==> config.mk <==
export PLATFORM = sky130hd
export DESIGN_NAME = kwu_keypad_wake_unit
export DESIGN_NICKNAME = d
export VERILOG_FILES = /design/src/kwu_pkg.sv /design/src/kwu_keypad_wake_unit.sv /design/src/kwu_sync.sv /design/src/kwu_edge.sv
export SDC_FILE = /design/constraint.sdc
export NUM_CORES = 1
export LEC_CHECK = 0
export BUFFER_PORTS_ARGS = -buffer_cell sky130_fd_sc_hd__buf_2
export CAP_MARGIN = 20
export CORE_ASPECT_RATIO = 1.75
export CORE_MARGIN = 2
export CORE_UTILIZATION = 48
export DETAILED_ROUTE_END_ITERATION = 10
export PLACE_DENSITY_LB_ADDON = 0.1
export SLEW_MARGIN = 30
export SYNTH_ARGS = -nofsm -noshare
export SYNTH_HDL_FRONTEND = slang
export SYNTH_SLANG_ARGS = --single-unit
==> constraint.sdc <==
create_clock -name hclk -period 3.7 [get_ports hclk]
set_input_delay 0.185 -clock hclk [delete_from_list [all_inputs] [get_ports hclk]]
set_output_delay 0.185 -clock hclk [all_outputs]
set_load 0.02 [all_outputs]
==> src/kwu_pkg.sv <==
// Package with register map and field layout of the keypad wake unit
package kwu_pkg;
    // ------------------------------------------------------------
    // Register byte addresses
    // ------------------------------------------------------------
    localparam logic [7:0] KWU_STATUS_CONTROL_OFS = 8'h00;
    localparam logic [7:0] KWU_PIN_ENABLE_OFS     = 8'h04;
    localparam logic [7:0] KWU_PIN_POLARITY_OFS   = 8'h08;
    localparam logic [7:0] KWU_BREAK_CTRL_OFS     = 8'h0C;
    localparam logic [7:0] KWU_PIN_LEVEL_OFS      = 8'h10;
    // ------------------------------------------------------------
    // Status and control fields
    // ------------------------------------------------------------
    localparam int KWU_SENS_BIT = 0;
    localparam int KWU_MASK_BIT = 1;
    localparam int KWU_ACK_BIT  = 2;
    localparam int KWU_FLAG_BIT = 3;
    localparam int KWU_BREAK_CLEAR_BIT = 0;
    // ------------------------------------------------------------
    // Reset values, sizes and bus encodings
    // ------------------------------------------------------------
    localparam int         KWU_NUM_PINS      = 5;
    localparam logic [7:0] KWU_PIN_RESET     = 8'h00;
    localparam logic       KWU_SENS_RESET    = 1'b0;
    localparam logic       KWU_MASK_RESET    = 1'b0;
    localparam logic [1:0] HTRANS_NONSEQ     = 2'b10;
    localparam logic [1:0] HRESP_OKAY        = 2'b00;
endpackage : kwu_pkg

==> src/kwu_keypad_wake_unit.sv <==
// Keypad wake unit top: AHB-Lite registers, request latch, pull control
//
// Our own choices: the AHB-Lite interface to the registers and the placing of the registers.
`timescale 1ns/1ps
`default_nettype none
module kwu_keypad_wake_unit
    import kwu_pkg::*;
#(
    parameter int NPINS = kwu_pkg::KWU_NUM_PINS
) (
    input  wire logic             hclk,
    input  wire logic             hresetn,
    input  wire logic             hsel,
    input  wire logic [31:0]      haddr,
    input  wire logic [1:0]       htrans,
    input  wire logic             hwrite,
    input  wire logic [2:0]       hsize,
    input  wire logic [31:0]      hwdata,
    input  wire logic             hready,
    output logic      [31:0]      hrdata,
    output logic                  hreadyout,
    output logic                  hresp,
    input  wire logic [NPINS-1:0] keypad_input_pins,
    input  wire logic [NPINS-1:0] port_direction,
    output logic      [NPINS-1:0] pin_force_input,
    output logic      [NPINS-1:0] pull_up_enable,
    output logic      [NPINS-1:0] pull_down_enable,
    input  wire logic             vector_fetch,
    input  wire logic             break_state,
    input  wire logic             break_clear_enable_in,
    output logic                  cpu_irq_request,
    output logic                  pending_flag
);
    import kwu_pkg::*;

    // ------------------------------------------------------------
    // Registers and internal signals
    // ------------------------------------------------------------
    logic [NPINS-1:0] pin_irq_enable_reg;
    logic [NPINS-1:0] pin_polarity_select_reg;
    logic             sensitivity_select_reg;
    logic             request_mask_reg;
    logic             break_clear_enable_reg;
    logic             latch_reg;
    logic [NPINS-1:0] pin_level;
    logic [NPINS-1:0] asserted;
    logic [NPINS-1:0] edge_seen;
    logic             any_asserted;
    logic             any_edge;
    logic             any_other_held;
    logic             set_event;
    logic             sw_ack;
    logic             ack_event;
    logic             clear_allowed;
    logic             ack_held_reg;
    logic             wr_pend_reg;
    logic [7:0]       wr_addr_reg;

    // ------------------------------------------------------------
    // Input conditioning
    // ------------------------------------------------------------
    // synchronise pins
    kwu_sync #(
        .WIDTH (NPINS)
    ) u_sync (
        .hclk     (hclk),
        .hresetn  (hresetn),
        .async_in (keypad_input_pins),
        .sync_out (pin_level)
    );

    kwu_edge #(
        .WIDTH (NPINS)
    ) u_edge (
        .hclk                (hclk),
        .hresetn             (hresetn),
        .pin_level           (pin_level),
        .pin_polarity_select (pin_polarity_select_reg),
        .pin_irq_enable      (pin_irq_enable_reg),
        .asserted            (asserted),
        .edge_seen           (edge_seen)
    );

    // ------------------------------------------------------------
    // Pad control
    // ------------------------------------------------------------
    // enable forces input
    assign pin_force_input  = pin_irq_enable_reg;
    assign pull_up_enable   = pin_irq_enable_reg & ~pin_polarity_select_reg;
    assign pull_down_enable = pin_irq_enable_reg & pin_polarity_select_reg;

    // ------------------------------------------------------------
    // AHB-Lite slave: zero wait states, always OKAY
    // ------------------------------------------------------------
    assign hreadyout = 1'b1;
    assign hresp     = HRESP_OKAY[0];

    // Selected single transfer inside the page; anything above it is
    // refused, so a stray high address can neither read nor write here
    function automatic logic kwu_access_hit(
        input var logic        sel,
        input var logic [1:0]  trans,
        input var logic [31:0] addr
    );
        kwu_access_hit = sel && trans == HTRANS_NONSEQ && addr[31:8] == 24'h000000;
    endfunction : kwu_access_hit

    // Address phase capture for the following data phase
    always_ff @(posedge hclk or negedge hresetn)
    begin
        if (!hresetn)
        begin
            wr_pend_reg <= 1'b0;
            wr_addr_reg <= 8'h00;
        end
        else if (hready)
        begin
            wr_pend_reg <= kwu_access_hit(hsel, htrans, haddr) && hwrite;
            wr_addr_reg <= haddr[7:0];
        end
    end

    // Read data registered at the end of the address phase
    always_ff @(posedge hclk or negedge hresetn)
    begin
        if (!hresetn)
            hrdata <= 32'h00000000;
        else if (hready && kwu_access_hit(hsel, htrans, haddr) && !hwrite)
        begin
            hrdata <= 32'h00000000;
            case (haddr[7:0])
                KWU_STATUS_CONTROL_OFS:
                begin
                    hrdata[KWU_FLAG_BIT] <= latch_reg;
                    hrdata[KWU_ACK_BIT]  <= 1'b0;
                    hrdata[KWU_MASK_BIT] <= request_mask_reg;
                    hrdata[KWU_SENS_BIT] <= sensitivity_select_reg;
                end
                KWU_PIN_ENABLE_OFS:
                    hrdata[NPINS-1:0] <= pin_irq_enable_reg;
                KWU_PIN_POLARITY_OFS:
                    hrdata[NPINS-1:0] <= pin_polarity_select_reg;
                KWU_BREAK_CTRL_OFS:
                    hrdata[KWU_BREAK_CLEAR_BIT] <= break_clear_enable_reg;
                KWU_PIN_LEVEL_OFS:
                    // level visible only where direction is input
                    hrdata[NPINS-1:0] <= pin_level & ~port_direction;
                default:
                    hrdata <= 32'h00000000;
            endcase
        end
        else if (hready)
            hrdata <= 32'h00000000;
    end

    // per-pin enable and polarity, shared sensitivity and mask, break clear, reset values
    always_ff @(posedge hclk or negedge hresetn)
    begin
        if (!hresetn)
        begin
            pin_irq_enable_reg      <= KWU_PIN_RESET[NPINS-1:0];
            pin_polarity_select_reg <= KWU_PIN_RESET[NPINS-1:0];
            sensitivity_select_reg  <= KWU_SENS_RESET;
            request_mask_reg        <= KWU_MASK_RESET;
            break_clear_enable_reg  <= 1'b0;
        end
        else if (wr_pend_reg)
        begin
            case (wr_addr_reg)
                KWU_STATUS_CONTROL_OFS:
                begin
                    sensitivity_select_reg <= hwdata[KWU_SENS_BIT];
                    request_mask_reg       <= hwdata[KWU_MASK_BIT];
                end
                KWU_PIN_ENABLE_OFS:
                    pin_irq_enable_reg <= hwdata[NPINS-1:0];
                KWU_PIN_POLARITY_OFS:
                    pin_polarity_select_reg <= hwdata[NPINS-1:0];
                KWU_BREAK_CTRL_OFS:
                    break_clear_enable_reg <= hwdata[KWU_BREAK_CLEAR_BIT];
                default:
                    break_clear_enable_reg <= break_clear_enable_reg;
            endcase
        end
    end

    // ------------------------------------------------------------
    // Request latch
    // ------------------------------------------------------------
    // software ack from a write of one
    assign sw_ack = wr_pend_reg && wr_addr_reg == KWU_STATUS_CONTROL_OFS && hwdata[KWU_ACK_BIT];

    // break protects status unless clear enabled; clear allowed
    assign clear_allowed = !break_state || break_clear_enable_reg || break_clear_enable_in;
    assign ack_event     = (sw_ack || vector_fetch) && clear_allowed;

    assign any_asserted = |asserted;
    assign any_edge     = |edge_seen;

    // another enabled pin already held blocks a new edge
    assign any_other_held = |(asserted & ~edge_seen);

    // set on assertion; level mode keeps request while asserted
    always_comb
    begin
        if (sensitivity_select_reg)
            set_event = any_asserted;
        else
            set_event = any_edge && !any_other_held;
    end

    // remember an acknowledge taken while a pin is still held
    // without it the level set would swallow the ack and the request
    // would hang after release. A new edge demands a fresh ack.
    always_ff @(posedge hclk or negedge hresetn)
    begin
        if (!hresetn)
            ack_held_reg <= 1'b0;
        else if (!sensitivity_select_reg || !latch_reg || any_edge)
            ack_held_reg <= 1'b0;
        else if (ack_event)
            ack_held_reg <= 1'b1;
    end

    // Set beats clear, so an edge in the ack cycle is kept
    always_ff @(posedge hclk or negedge hresetn)
    begin
        if (!hresetn)
            latch_reg <= 1'b0;
        else if (set_event)
            // fresh edge after ack latches; level holds until released
            latch_reg <= 1'b1;
        else if (ack_event || (ack_held_reg && clear_allowed))
            // immediate clear in edge mode, stored ack, stays cleared
            latch_reg <= 1'b0;
    end

    // ------------------------------------------------------------
    // Outputs
    // ------------------------------------------------------------
    // mask gate; no clock gating so wake works in low power
    assign cpu_irq_request = latch_reg & ~request_mask_reg;
    assign pending_flag    = latch_reg;
endmodule : kwu_keypad_wake_unit
`default_nettype wire

==> src/kwu_sync.sv <==
// Three-stage input synchroniser with agreement filter
`timescale 1ns/1ps
`default_nettype none
module kwu_sync #(
    parameter int WIDTH = 5
) (
    input  wire logic             hclk,
    input  wire logic             hresetn,
    input  wire logic [WIDTH-1:0] async_in,
    output logic      [WIDTH-1:0] sync_out
);
    logic [WIDTH-1:0] stage1_reg;
    logic [WIDTH-1:0] stage2_reg;
    logic [WIDTH-1:0] stage3_reg;

    // Chain of three flops; first stage feeds only the second
    always_ff @(posedge hclk or negedge hresetn)
    begin
        if (!hresetn)
        begin
            stage1_reg <= '0;
            stage2_reg <= '0;
            stage3_reg <= '0;
        end
        else
        begin
            stage1_reg <= async_in;
            stage2_reg <= stage1_reg;
            stage3_reg <= stage2_reg;
        end
    end

    // A change counts once stages two and three agree
    always_ff @(posedge hclk or negedge hresetn)
    begin
        if (!hresetn)
            sync_out <= '0;
        else
        begin
            for (int i = 0; i < WIDTH; i++)
            begin
                if (stage2_reg[i] == stage3_reg[i])
                    sync_out[i] <= stage3_reg[i];
            end
        end
    end
endmodule : kwu_sync
`default_nettype wire

==> src/kwu_edge.sv <==
// Polarity correction and edge detection per pin
`timescale 1ns/1ps
`default_nettype none
module kwu_edge #(
    parameter int WIDTH = 5
) (
    input  wire logic             hclk,
    input  wire logic             hresetn,
    input  wire logic [WIDTH-1:0] pin_level,
    input  wire logic [WIDTH-1:0] pin_polarity_select,
    input  wire logic [WIDTH-1:0] pin_irq_enable,
    output logic      [WIDTH-1:0] asserted,
    output logic      [WIDTH-1:0] edge_seen
);
    logic [WIDTH-1:0] prev_reg;

    // Corrected level: high means asserted for the chosen polarity
    assign asserted = (pin_level ~^ pin_polarity_select) & pin_irq_enable;

    // Previous sample; a newly enabled held pin counts as an edge,
    // which is why software acknowledges after enabling
    always_ff @(posedge hclk or negedge hresetn)
    begin
        if (!hresetn)
            prev_reg <= '0;
        else
            prev_reg <= asserted;
    end

    assign edge_seen = asserted & ~prev_reg;
endmodule : kwu_edge
`default_nettype wire

==> results of run 1 <==
[power breakdown]
group	leakage [nW]	switching, mW	internal [mW]
Clock	0.0514	0.194	0.154
Sequential	0.676	0.0235	0.619
Combinational	0.803	0.0773	0.0574
Total	1.53	0.295	0.830
[critical path, cell delays in order, from the launching register on]
cell	delay (ns)
dfrtp_1	0.39
or4_4	0.54
nor4_4	0.22
nand3_1	0.33
mux2_2	0.37
[cells in the final DEF (no fill, tap or decap), types with 2 or more instances in the layout]
cell type | synthesis | routed
maj3_1 | 5 | 5
nand3_1 | 2 | 2
inv_1 | 12 | 12
o21ai_0 | 6 | 6
and3_2 | 2 | 2
nor4_1 | 7 | 7
xnor2_1 | 5 | 5
clkbuf_8 | 0 | 6
o2bb2ai_1 | 3 | 3
nor2_1 | 5 | 5
dlygate4sd3_1 | 0 | 5
or4_4 | 2 | 2
a21oi_1 | 2 | 2
o22ai_1 | 3 | 3
dfrtp_1 | 54 | 54
mux2_2 | 20 | 20
or4_1 | 2 | 2
nand2_1 | 10 | 10
buf_2 | 0 | 78
clkinv_4 | 0 | 2
nor2b_1 | 6 | 6
conb_1 | 2 | 29
nor3b_1 | 6 | 6
a221oi_1 | 3 | 3
a211oi_1 | 3 | 3
and2_1 | 7 | 7
[kinds of logic (layout without fill, tap and decap cells)]
group | after synthesis | after routing
and+or+nand+nor | 57 | 57
DFF | 54 | 54
buffers and inverters | 45 | 104
AOI/OAI and AO/OA | 29 | 29
muxes | 21 | 21
xor gates and xnor gates | 6 | 6
adders and majority gates | 5 | 5
other | 2 | 29
[worst max path at each step]
stage                         from                    endpoint  slack, ns  cells past startpoint
detailed placement          hready                   hrdata[1]       1.75                      6
CTS                 wr_addr_reg[0]          pin_force_input[1]       1.74                      4
finish              wr_addr_reg[0]  pin_polarity_select_reg[0]       1.75                      4
global placement          haddr[5]                   hrdata[0]       1.75                      6
global route        wr_addr_reg[4]  pin_polarity_select_reg[0]       1.63                      4
floorplan           wr_addr_reg[0]          pin_force_input[0]       1.82                      5
[area by class of cell]
type | instances | area, um^2
Clock buffer | 6 | 82.58
Multi-Input combinational cell | 147 | 1031
Tap cell | 55 | 68.82
Timing Repair Buffer | 84 | 447.9
Sequential cell | 54 | 1351
Clock inverter | 2 | 17.52
Inverter | 12 | 45.04
Fill cell | 466 | 2167
[per-stage QoR]
| stage | hold WS (ns) | total power [mW] | util, % | cell area (um^2) |
|---|---|---|---|---|
| after floorplan | -0.1106 | 0.7466 | - | 2664 |
| after global placement | 0.2936 | 0.7835 | 55.53 | 2894 |
| after detailed placement | 0.2943 | 0.7865 | 55.53 | 2894 |
| after CTS | 0.005190 | 1.137 | 58.42 | 3044 |
| after global routing | 0.04411 | 1.176 | 58.42 | 3044 |
| final | -0.01960 | 1.125 | 58.42 | 3044 |
[per-layer routing]
metal	GRT usage [%]	part of all wire, %	vias to the layer above
met2	32.04	53	85
li1	-	-	889
met4	7.168	2.1	0
met1	21.76	38	875
met3	4.108	7.4	8
met5	0	0	-
==> impl_metrics.json, run 1 <==
{
  "status": "complete, but fails checks",
  "violations": "negative hold slack",
  "htree_levels": 2,
  "syn-cell-area_mm2": 0.002562,
  "yosysTopAreaCellShare_pct": 52.73,
  "synthXorXnorAreaFrac_pct": 2.051,
  "max_slew_margin_pct": 54.69,
  "drt_iter0_markers": 76,
  "cts_root_buf": "clkbuf_8",
  "fp-row-count": 35,
  "cap_violations": 0,
  "cts_buffer_depth": 2,
  "hp-class": "input port to asynchronous set/reset pin",
  "worstSkewPairLatency_ns": 0.31,
  "timing.rr.start": "wr_addr_reg[0]",
  "num_vias": 1857,
  "synth_edf_count": 0,
  "layout.nets": 391,
  "holdBufCountCts": 5,
  "avgSynthCellArea_um2": 11.70,
  "synth_common_cells": "54 x dfrtp_1, 29 x buf_4, 20 x mux2_2, 12 x inv_1, 10 x nand2_1",
  "grt_max_degree": 55,
  "portBuffers": 78,
  "drc": 0,
  "cp_data_required_time_ns": 3.90,
  "start_util_pct": 49.17,
  "clock-sinks": 54,
  "dieArea_mm2": 0.005962,
  "drtAntennaViolNets": 0,
  "antenna_found_initial": 0,
  "crit_type": "flop to flop",
  "grt_overflow_total": 0,
  "netlist-cell-type-count": 45,
  "setup_ws_ns": 1.745,
  "dp_hpwl_um": 4050,
  "first_pass_iters": 6,
  "io_pins": 138,
  "rsz0062_at_grt": "no",
  "clk_transition_reported_paths_ns": 0.10,
  "numCtsBuffers": 5,
  "setup_violations": 0,
  "reg2reg_depth": 4,
  "period_share_pct": 52.84,
  "place.gp.congestion": 0.8750,
  "cts_setup_buffers": 0,
  "synthMuxAreaShare_pct": 9.180,
  "post-route-min-period_ns": 1.955,
  "drt-total-wl_um": 5192,
  "r2r_slack_ns": 1.75,
  "grt_pass1_vias": 1751,
  "cp-start-kind": "flop",
  "critPathArrivalTime_ns": 2.15,
  "fin_cells": 360,
  "ys_ff_latch": 54,
  "p_per_area_mw_per_mm2": 369.7,
  "synth_compound_area_share_pct": 8.350,
  "synth_top_family_by_area": "simple AND/OR/NAND/NOR gates",
  "antenna_cells": 0,
  "worstMarginPinSlew_ns": 0.6796,
  "async_flop_share_pct": 100.0,
  "synth_area_leaders": "dfrtp_1 53%, mux2_2 8.8%, buf_4 8.5%",
  "yosys_warnings": 0,
  "synth.most_common_cell": "dfrtp_1",
  "synth-simple-area-share_pct": 14.45,
  "timing.rr.end": "pin_polarity_select_reg[0]",
  "dp_slack_ns": 1.745,
  "yosys.area.top_type": "dfrtp_1",
  "worstPathMaxFanout": 5,
  "tns_ns": 0,
  "max_freq_ghz": 0.5115,
  "grt_pass1_wl_um": 8307,
  "area_growth_pct": 18.80,
  "drv_slew": 0,
  "whs_ns": -0.01960,
  "cts_tree": "yes",
  "synth_fa_ha_area_share_pct": 1.953,
  "place_inst": 347,
  "hold_violations": 17,
  "drive_gt1_share_pct": 37.05,
  "die_h_um": 100.7,
  "ys_seq_area_share_pct": 52.73,
  "leakage_nw": 1.531,
  "floorplan.core_area_mm2": 0.005211,
  "synthCells": 219,
  "cts-resized-gates": 0,
  "largest_reg_flops": 8,
  "vias_per_cell": 5.158,
  "die_w_um": 59.23,
  "track_usage_pct": 18.55,
  "fin_skew_ns": 0.007529,
  "ir_drop_v": 0.0002404,
  "wl_per_cell_um": 14.42,
  "synth_ff_type": "dfrtp_1",
  "end_kind": "flop"
}
Note: power is estimated with default switching activity, not from simulation.
==> inputs of run 2 (changes only) <==
CORE_UTILIZATION = 45   (was 48)
clock period = 1.8 ns   (was 3.7 ns; I/O delays follow)
==> run 2 against run 1 <==
Compared with the run above: the run ends with negative setup slack left; critical path depth stayed put; cell count up 8.1%; total power is 110% higher; count of clock-buffer cells in the layout shrank 1; die area increased by 6.3%; final area grew 4.6%; global-route usage about the same; flip-flop and latch count did not move; clock skew grew 0.0095 ns; sequential share of layout area shrank 2.0 points; combinational power up 120%; hold slack improved by 0.027 ns; highest routed layer unchanged.
==> impl_metrics.json, run 2 (synthesis results as in run 1) <==
{
  "status": "complete, but fails checks",
  "n_fill_cell": 525,
  "dp_hpwl_um": 4225,
  "grt_overflow_total": 0,
  "internal_power_mw": 1.684,
  "io_pins": 138,
  "cp_data_required_time_ns": 2.00,
  "cpMaxStageDelayCell": "or4_4",
  "dp_slack_ns": -0.1098,
  "antenna_cells": 0,
  "fin_skew_ns": 0.01699,
  "clkPwrFrac_pct": 30.3,
  "multi_input_area_mm2": 0.001085,
  "post-route-min-period_ns": 1.881,
  "numCtsBuffers": 5,
  "grt_max_degree": 55,
  "total_power_mw": 2.320,
  "end_kind": "flop",
  "cts_buffer_depth": 2,
  "num_vias": 1924,
  "critPathArrivalTime_ns": 2.08,
  "wl_met1_um": 2104,
  "max_slew_margin_pct": 55.25,
  "drt_iter0_markers": 61,
  "timing.rr.end": "pin_force_input[2]",
  "violations": "negative setup slack",
  "crit_type": "flop to flop",
  "final_common_cell": "buf_2",
  "critPathBufInv": 0,
  "wl_met3_um": 310,
  "htree_levels": 2,
  "setup_violations": 11,
  "ir_drop_v": 0.0005417,
  "cp-start-kind": "flop",
  "p_seq_share_pct": 56.8,
  "area_growth_pct": 24.27,
  "drc": 0,
  "cap_violations": 0,
  "leakage_nw": 1.575,
  "start_util_pct": 46.25,
  "rsz0062_at_grt": "yes",
  "clock-sinks": 54,
  "critical-path-top-delay-family": "simple AND/OR/NAND/NOR gates",
  "mostFrequentLayoutCells": "78 x buf_2, 54 x dfrtp_1, 29 x conb_1, 14 x mux2_2, 12 x inv_1",
  "max_freq_ghz": 0.5316,
  "tns_ns": -0.5154,
  "drive_gt1_share_pct": 39.30,
  "setup_ws_ns": -0.08100,
  "layout.nets": 399,
  "cts_root_buf": "clkbuf_8",
  "cts_setup_buffers": 0,
  "drt-total-wl_um": 5407,
  "r2r_slack_ns": -0.08,
  "p_sw_mw": 0.6363,
  "place.gp.congestion": 0.8087,
  "grt_pass1_wl_um": 8790,
  "portBuffers": 78,
  "antenna_found_initial": 0,
  "drtAntennaViolNets": 0,
  "crit_start": "wr_addr_reg[0]",
  "floorplan.core_area_mm2": 0.005540,
  "period_share_pct": 104.5,
  "worstMarginPinSlew_ns": 0.6712,
  "track_usage_pct": 18.55,
  "vias_per_cell": 4.946,
  "largest_reg_flops": 8,
  "worstPathMaxFanout": 5,
  "hp-class": "input port to flop",
  "routed-wl-met2_um": 2876,
  "worstSkewPairLatency_ns": 0.32,
  "wl_per_cell_um": 13.90,
  "critPathMaxStageDelay_ns": 0.54,
  "switching_share_pct": 27.43,
  "grt_pass1_vias": 1821,
  "cp.depth": 4,
  "crit_chain": "or4_4 -> nor4_4 -> and3_4 -> mux2_4",
  "reg2reg_depth": 4,
  "critPathCapture": "pin_force_input[2]",
  "drv_slew": 0,
  "cts_tree": "yes",
  "timing.rr.start": "wr_addr_reg[0]",
  "dieArea_mm2": 0.006338,
  "die_w_um": 61.05,
  "ff_latch_area_mm2": 0.001351,
  "hold_violations": 0,
  "final_util_pct": 57.48,
  "die_h_um": 103.8,
  "fp-row-count": 36,
  "p_comb_share_pct": 12.9,
  "first_pass_iters": 4,
  "clk_transition_reported_paths_ns": 0.09,
  "top_layer_used": "met4",
  "p_per_area_mw_per_mm2": 728.6
}
## run 2: how the worst min path moves through the flow
stage                               from              endpoint  slack (ns)  depth (start not counted)
floorplan                        hresetn          ack_held_reg       -0.21                          0
global placement    keypad_input_pins[1]  u_sync.stage1_reg[1]        0.20                          1
detailed placement  keypad_input_pins[0]  u_sync.stage1_reg[0]        0.20                          1
CTS                               hwrite           wr_pend_reg       0.003                          3
global route                      hwrite           wr_pend_reg       0.007                          3
finish                            hwrite           wr_pend_reg       0.007                          3
## run 2: metrics by stage
step	std cells	area, um^2	hold WS (ns)
finish	389	3184	0.007194
global route	389	3184	0.006990
CTS	389	3161	0.002844
detailed placement	375	2977	0.1993
global placement	375	2977	0.1984
floorplan	246	2674	-0.2056
## run 2: worst register-to-register path, cell delays in order, from the launching register on
cell and delay (ns):
dfrtp_1 0.39, or4_4 0.54, nor4_4 0.22, and3_4 0.31, mux2_4 0.31
## run 2: routing by layer
layer / global-route usage (%) / vias to the layer above
met2: 31.38 / 79
met5: 0 / -
li1: - / 911
met1: 22.57 / 925
met4: 6.988 / 0
met3: 3.121 / 9
## run 2: final cells by class
type	count	share of cell area, %
timing repair buffer	92	16.15
inverter	12	1.415
sequential	54	42.44
clock buffer	5	2.161
clock inverter	3	0.7859
multi-input combinational	147	34.07
tap	76	2.986
## run 2: power by group through the flow
stage          logic, mW  clock network (mW)  registers [mW]
3_5_place_dp       0.284                   0            1.34
4_1_cts            0.297               0.722            1.32
5_1_grt            0.333               0.769            1.33
3_3_place_gp       0.279                   0            1.34
2_1_floorplan      0.201                   0            1.33
6_report           0.299               0.703            1.32
## run 2: what timing repair did
action | 4_1_cts | 5_1_grt
gates resized for setup | 7 | 4
pin swaps | 4 | 0
hold endpoints to repair | 59 | 0
hold buffers | 6 | 0
setup endpoints to repair | 15 | 15
==> inputs of run 3 (changes only) <==
CORE_UTILIZATION = 46   (was 45)
CTS_BUF_LIST = sky130_fd_sc_hd__clkbuf_4 sky130_fd_sc_hd__clkbuf_8   (was default)
SETUP_SLACK_MARGIN = 0.3   (was default)
==> run 3 against run 2 <==
Compared with the run above: the run still ends with negative setup slack left; clock skew down 0.010 ns; highest routed layer unchanged; routed wire length up 1.1%; first-iteration DRC count up 31%; register-to-register slack about the same; sequential power about the same; worst setup slack better by 0.0091 ns; hold slack better by 0.026 ns; non-clock buffer count up 1; largest power group unchanged; flip-flop and latch count unchanged; total power up 4.8%; critical endpoint unchanged; fmax up 0.49%.
==> impl_metrics.json, run 3 (synthesis results as in run 1) <==
{
  "status": "complete, but fails checks",
  "violations": "negative setup slack",
  "fp-row-count": 36,
  "drt-total-wl_um": 5468,
  "dieArea_mm2": 0.006207,
  "leakage_nw": 1.595,
  "drt_iter0_markers": 80,
  "largest_reg_flops": 8,
  "drtAntennaViolNets": 0,
  "antenna_cells": 0,
  "setup_ws_ns": -0.07187,
  "met1_usage_pct": 21.24,
  "fin_skew_ns": 0.006810,
  "grt_overflow_total": 0,
  "met2_usage_pct": 34.87,
  "start_util_pct": 46.63,
  "die_h_um": 102.7,
  "portBuffers": 78,
  "p_per_area_mw_per_mm2": 750.0,
  "numCtsBuffers": 5,
  "die_w_um": 60.42,
  "end_kind": "flop",
  "wl_per_cell_um": 14.02,
  "drv_slew": 0,
  "grt_pass1_vias": 1810,
  "p_seq_share_pct": 54.3,
  "floorplan.core_area_mm2": 0.005495,
  "critPathArrivalTime_ns": 2.07,
  "post-route-min-period_ns": 1.872,
  "antenna_found_initial": 0,
  "vias_per_cell": 4.923,
  "mostFrequentLayoutCells": "78 x buf_2, 54 x dfrtp_1, 29 x conb_1, 15 x mux2_2, 12 x inv_1",
  "final_util_pct": 59.02,
  "clk_transition_reported_paths_ns": 0.09,
  "hold_violations": 0,
  "track_usage_pct": 18.74,
  "htree_levels": 2,
  "num_vias": 1920,
  "cp_data_required_time_ns": 1.99,
  "setup_violations": 14,
  "area_growth_pct": 26.56,
  "crit_type": "flop to flop",
  "cts_root_buf": "clkbuf_8",
  "grt_pass1_wl_um": 8556,
  "place.gp.congestion": 0.7583,
  "clock-sinks": 54,
  "cp-start-kind": "flop",
  "final_common_cell": "buf_2",
  "p_sw_mw": 0.5973,
  "rsz0062_at_grt": "yes",
  "total_power_mw": 2.432,
  "clkPwrFrac_pct": 33.3,
  "tns_ns": -0.6043,
  "internal_power_mw": 1.835,
  "top_usage_layer": "met2",
  "drive_gt1_share_pct": 41.40,
  "cts_buffer_depth": 2,
  "drc": 0,
  "cap_violations": 0,
  "dp_hpwl_um": 4215,
  "hp-class": "input port to flop",
  "switching_share_pct": 24.56,
  "p_comb_share_pct": 12.4,
  "max_freq_ghz": 0.5342,
  "grt_max_degree": 55,
  "grtUsageMet3_pct": 2.258,
  "ir_drop_v": 0.0004683,
  "cts_tree": "yes",
  "worstSkewPairLatency_ns": 0.30,
  "period_share_pct": 104.0,
  "first_pass_iters": 4,
  "layout.nets": 400,
  "io_pins": 138,
  "worstPathMaxFanout": 5
}
## run 3: cell types whose count changed in the layout (fill, tap and decap cells not counted), sizes merged
cell and change:
bufinv +1, inv -1, clkinv -1, buf +1, clkbuf +1
## run 3: final cells by class
cell class | instances | area (um^2)
clock buffer | 6 | 76.32
clock inverter | 2 | 37.54
fill | 507 | 2252
inverter | 12 | 45.04
multi-input combinational | 147 | 1104
sequential | 54 | 1351
tap | 76 | 95.09
timing repair buffer | 93 | 534.3
## run 3: routing by layer
layer	up-vias	part of all wire, %	wire length (um)
met3	6	5.1	277
li1	910	-	-
met4	0	1.6	85
met5	-	0	0
met1	919	38	2094
met2	85	55	3011
## run 3: what timing repair did
action / in CTS / in global routing
hold buffers: 6 / 0
gates resized for setup: 7 / 8
setup buffers: 1 / 2
endpoints found under the setup margin: 16 / 20
endpoints found under the hold margin: 59 / 0
pin swaps: 4 / 1
## run 3: worst paths after layout
| kind | start | end | slack (ns) | cells after the start |
|---|---|---|---|---|
| worst max-delay path | wr_addr_reg[0] | pin_force_input[2] | -0.07 | 4 |
| worst min-delay path | hwrite | wr_pend_reg | 0.03 | 3 |
| worst max register to register | wr_addr_reg[0] | pin_force_input[2] | -0.07 | 4 |
| worst min register to register | u_sync.stage1_reg[3] | u_sync.stage2_reg[3] | 0.35 | 0 |
| max in group asynchronous | hresetn | wr_addr_reg[5] | 1.24 | 3 |
| min in group asynchronous | hresetn | u_sync.stage2_reg[1] | 0.29 | 3 |
## run 3: critical path, stage by stage, from the launching register on
cell     delay (ns)
dfrtp_1        0.39
or4_4          0.54
nor4_4         0.22
and3_4         0.31
mux2_4         0.31
## run 3: stage by stage
step	std cells	hold WS (ns)	setup WS [ns]	area, um^2
2_1_floorplan	246	-0.2056	-0.07718	2674
3_3_place_gp	373	0.1076	-0.09296	2974
3_5_place_dp	373	0.1081	-0.1246	2974
4_1_cts	388	0.01888	-0.09148	3186
5_1_grt	390	0.03406	-0.1582	3243
6_report	390	0.03357	-0.07187	3243
## run 3: power groups by stage
stage	Clock, mW	Combinational, mW	Sequential, mW
floorplan	0	0.201	1.33
global placement	0	0.279	1.34
detailed placement	0	0.283	1.35
CTS	0.835	0.300	1.32
global route	0.873	0.338	1.33
finish	0.810	0.303	1.32
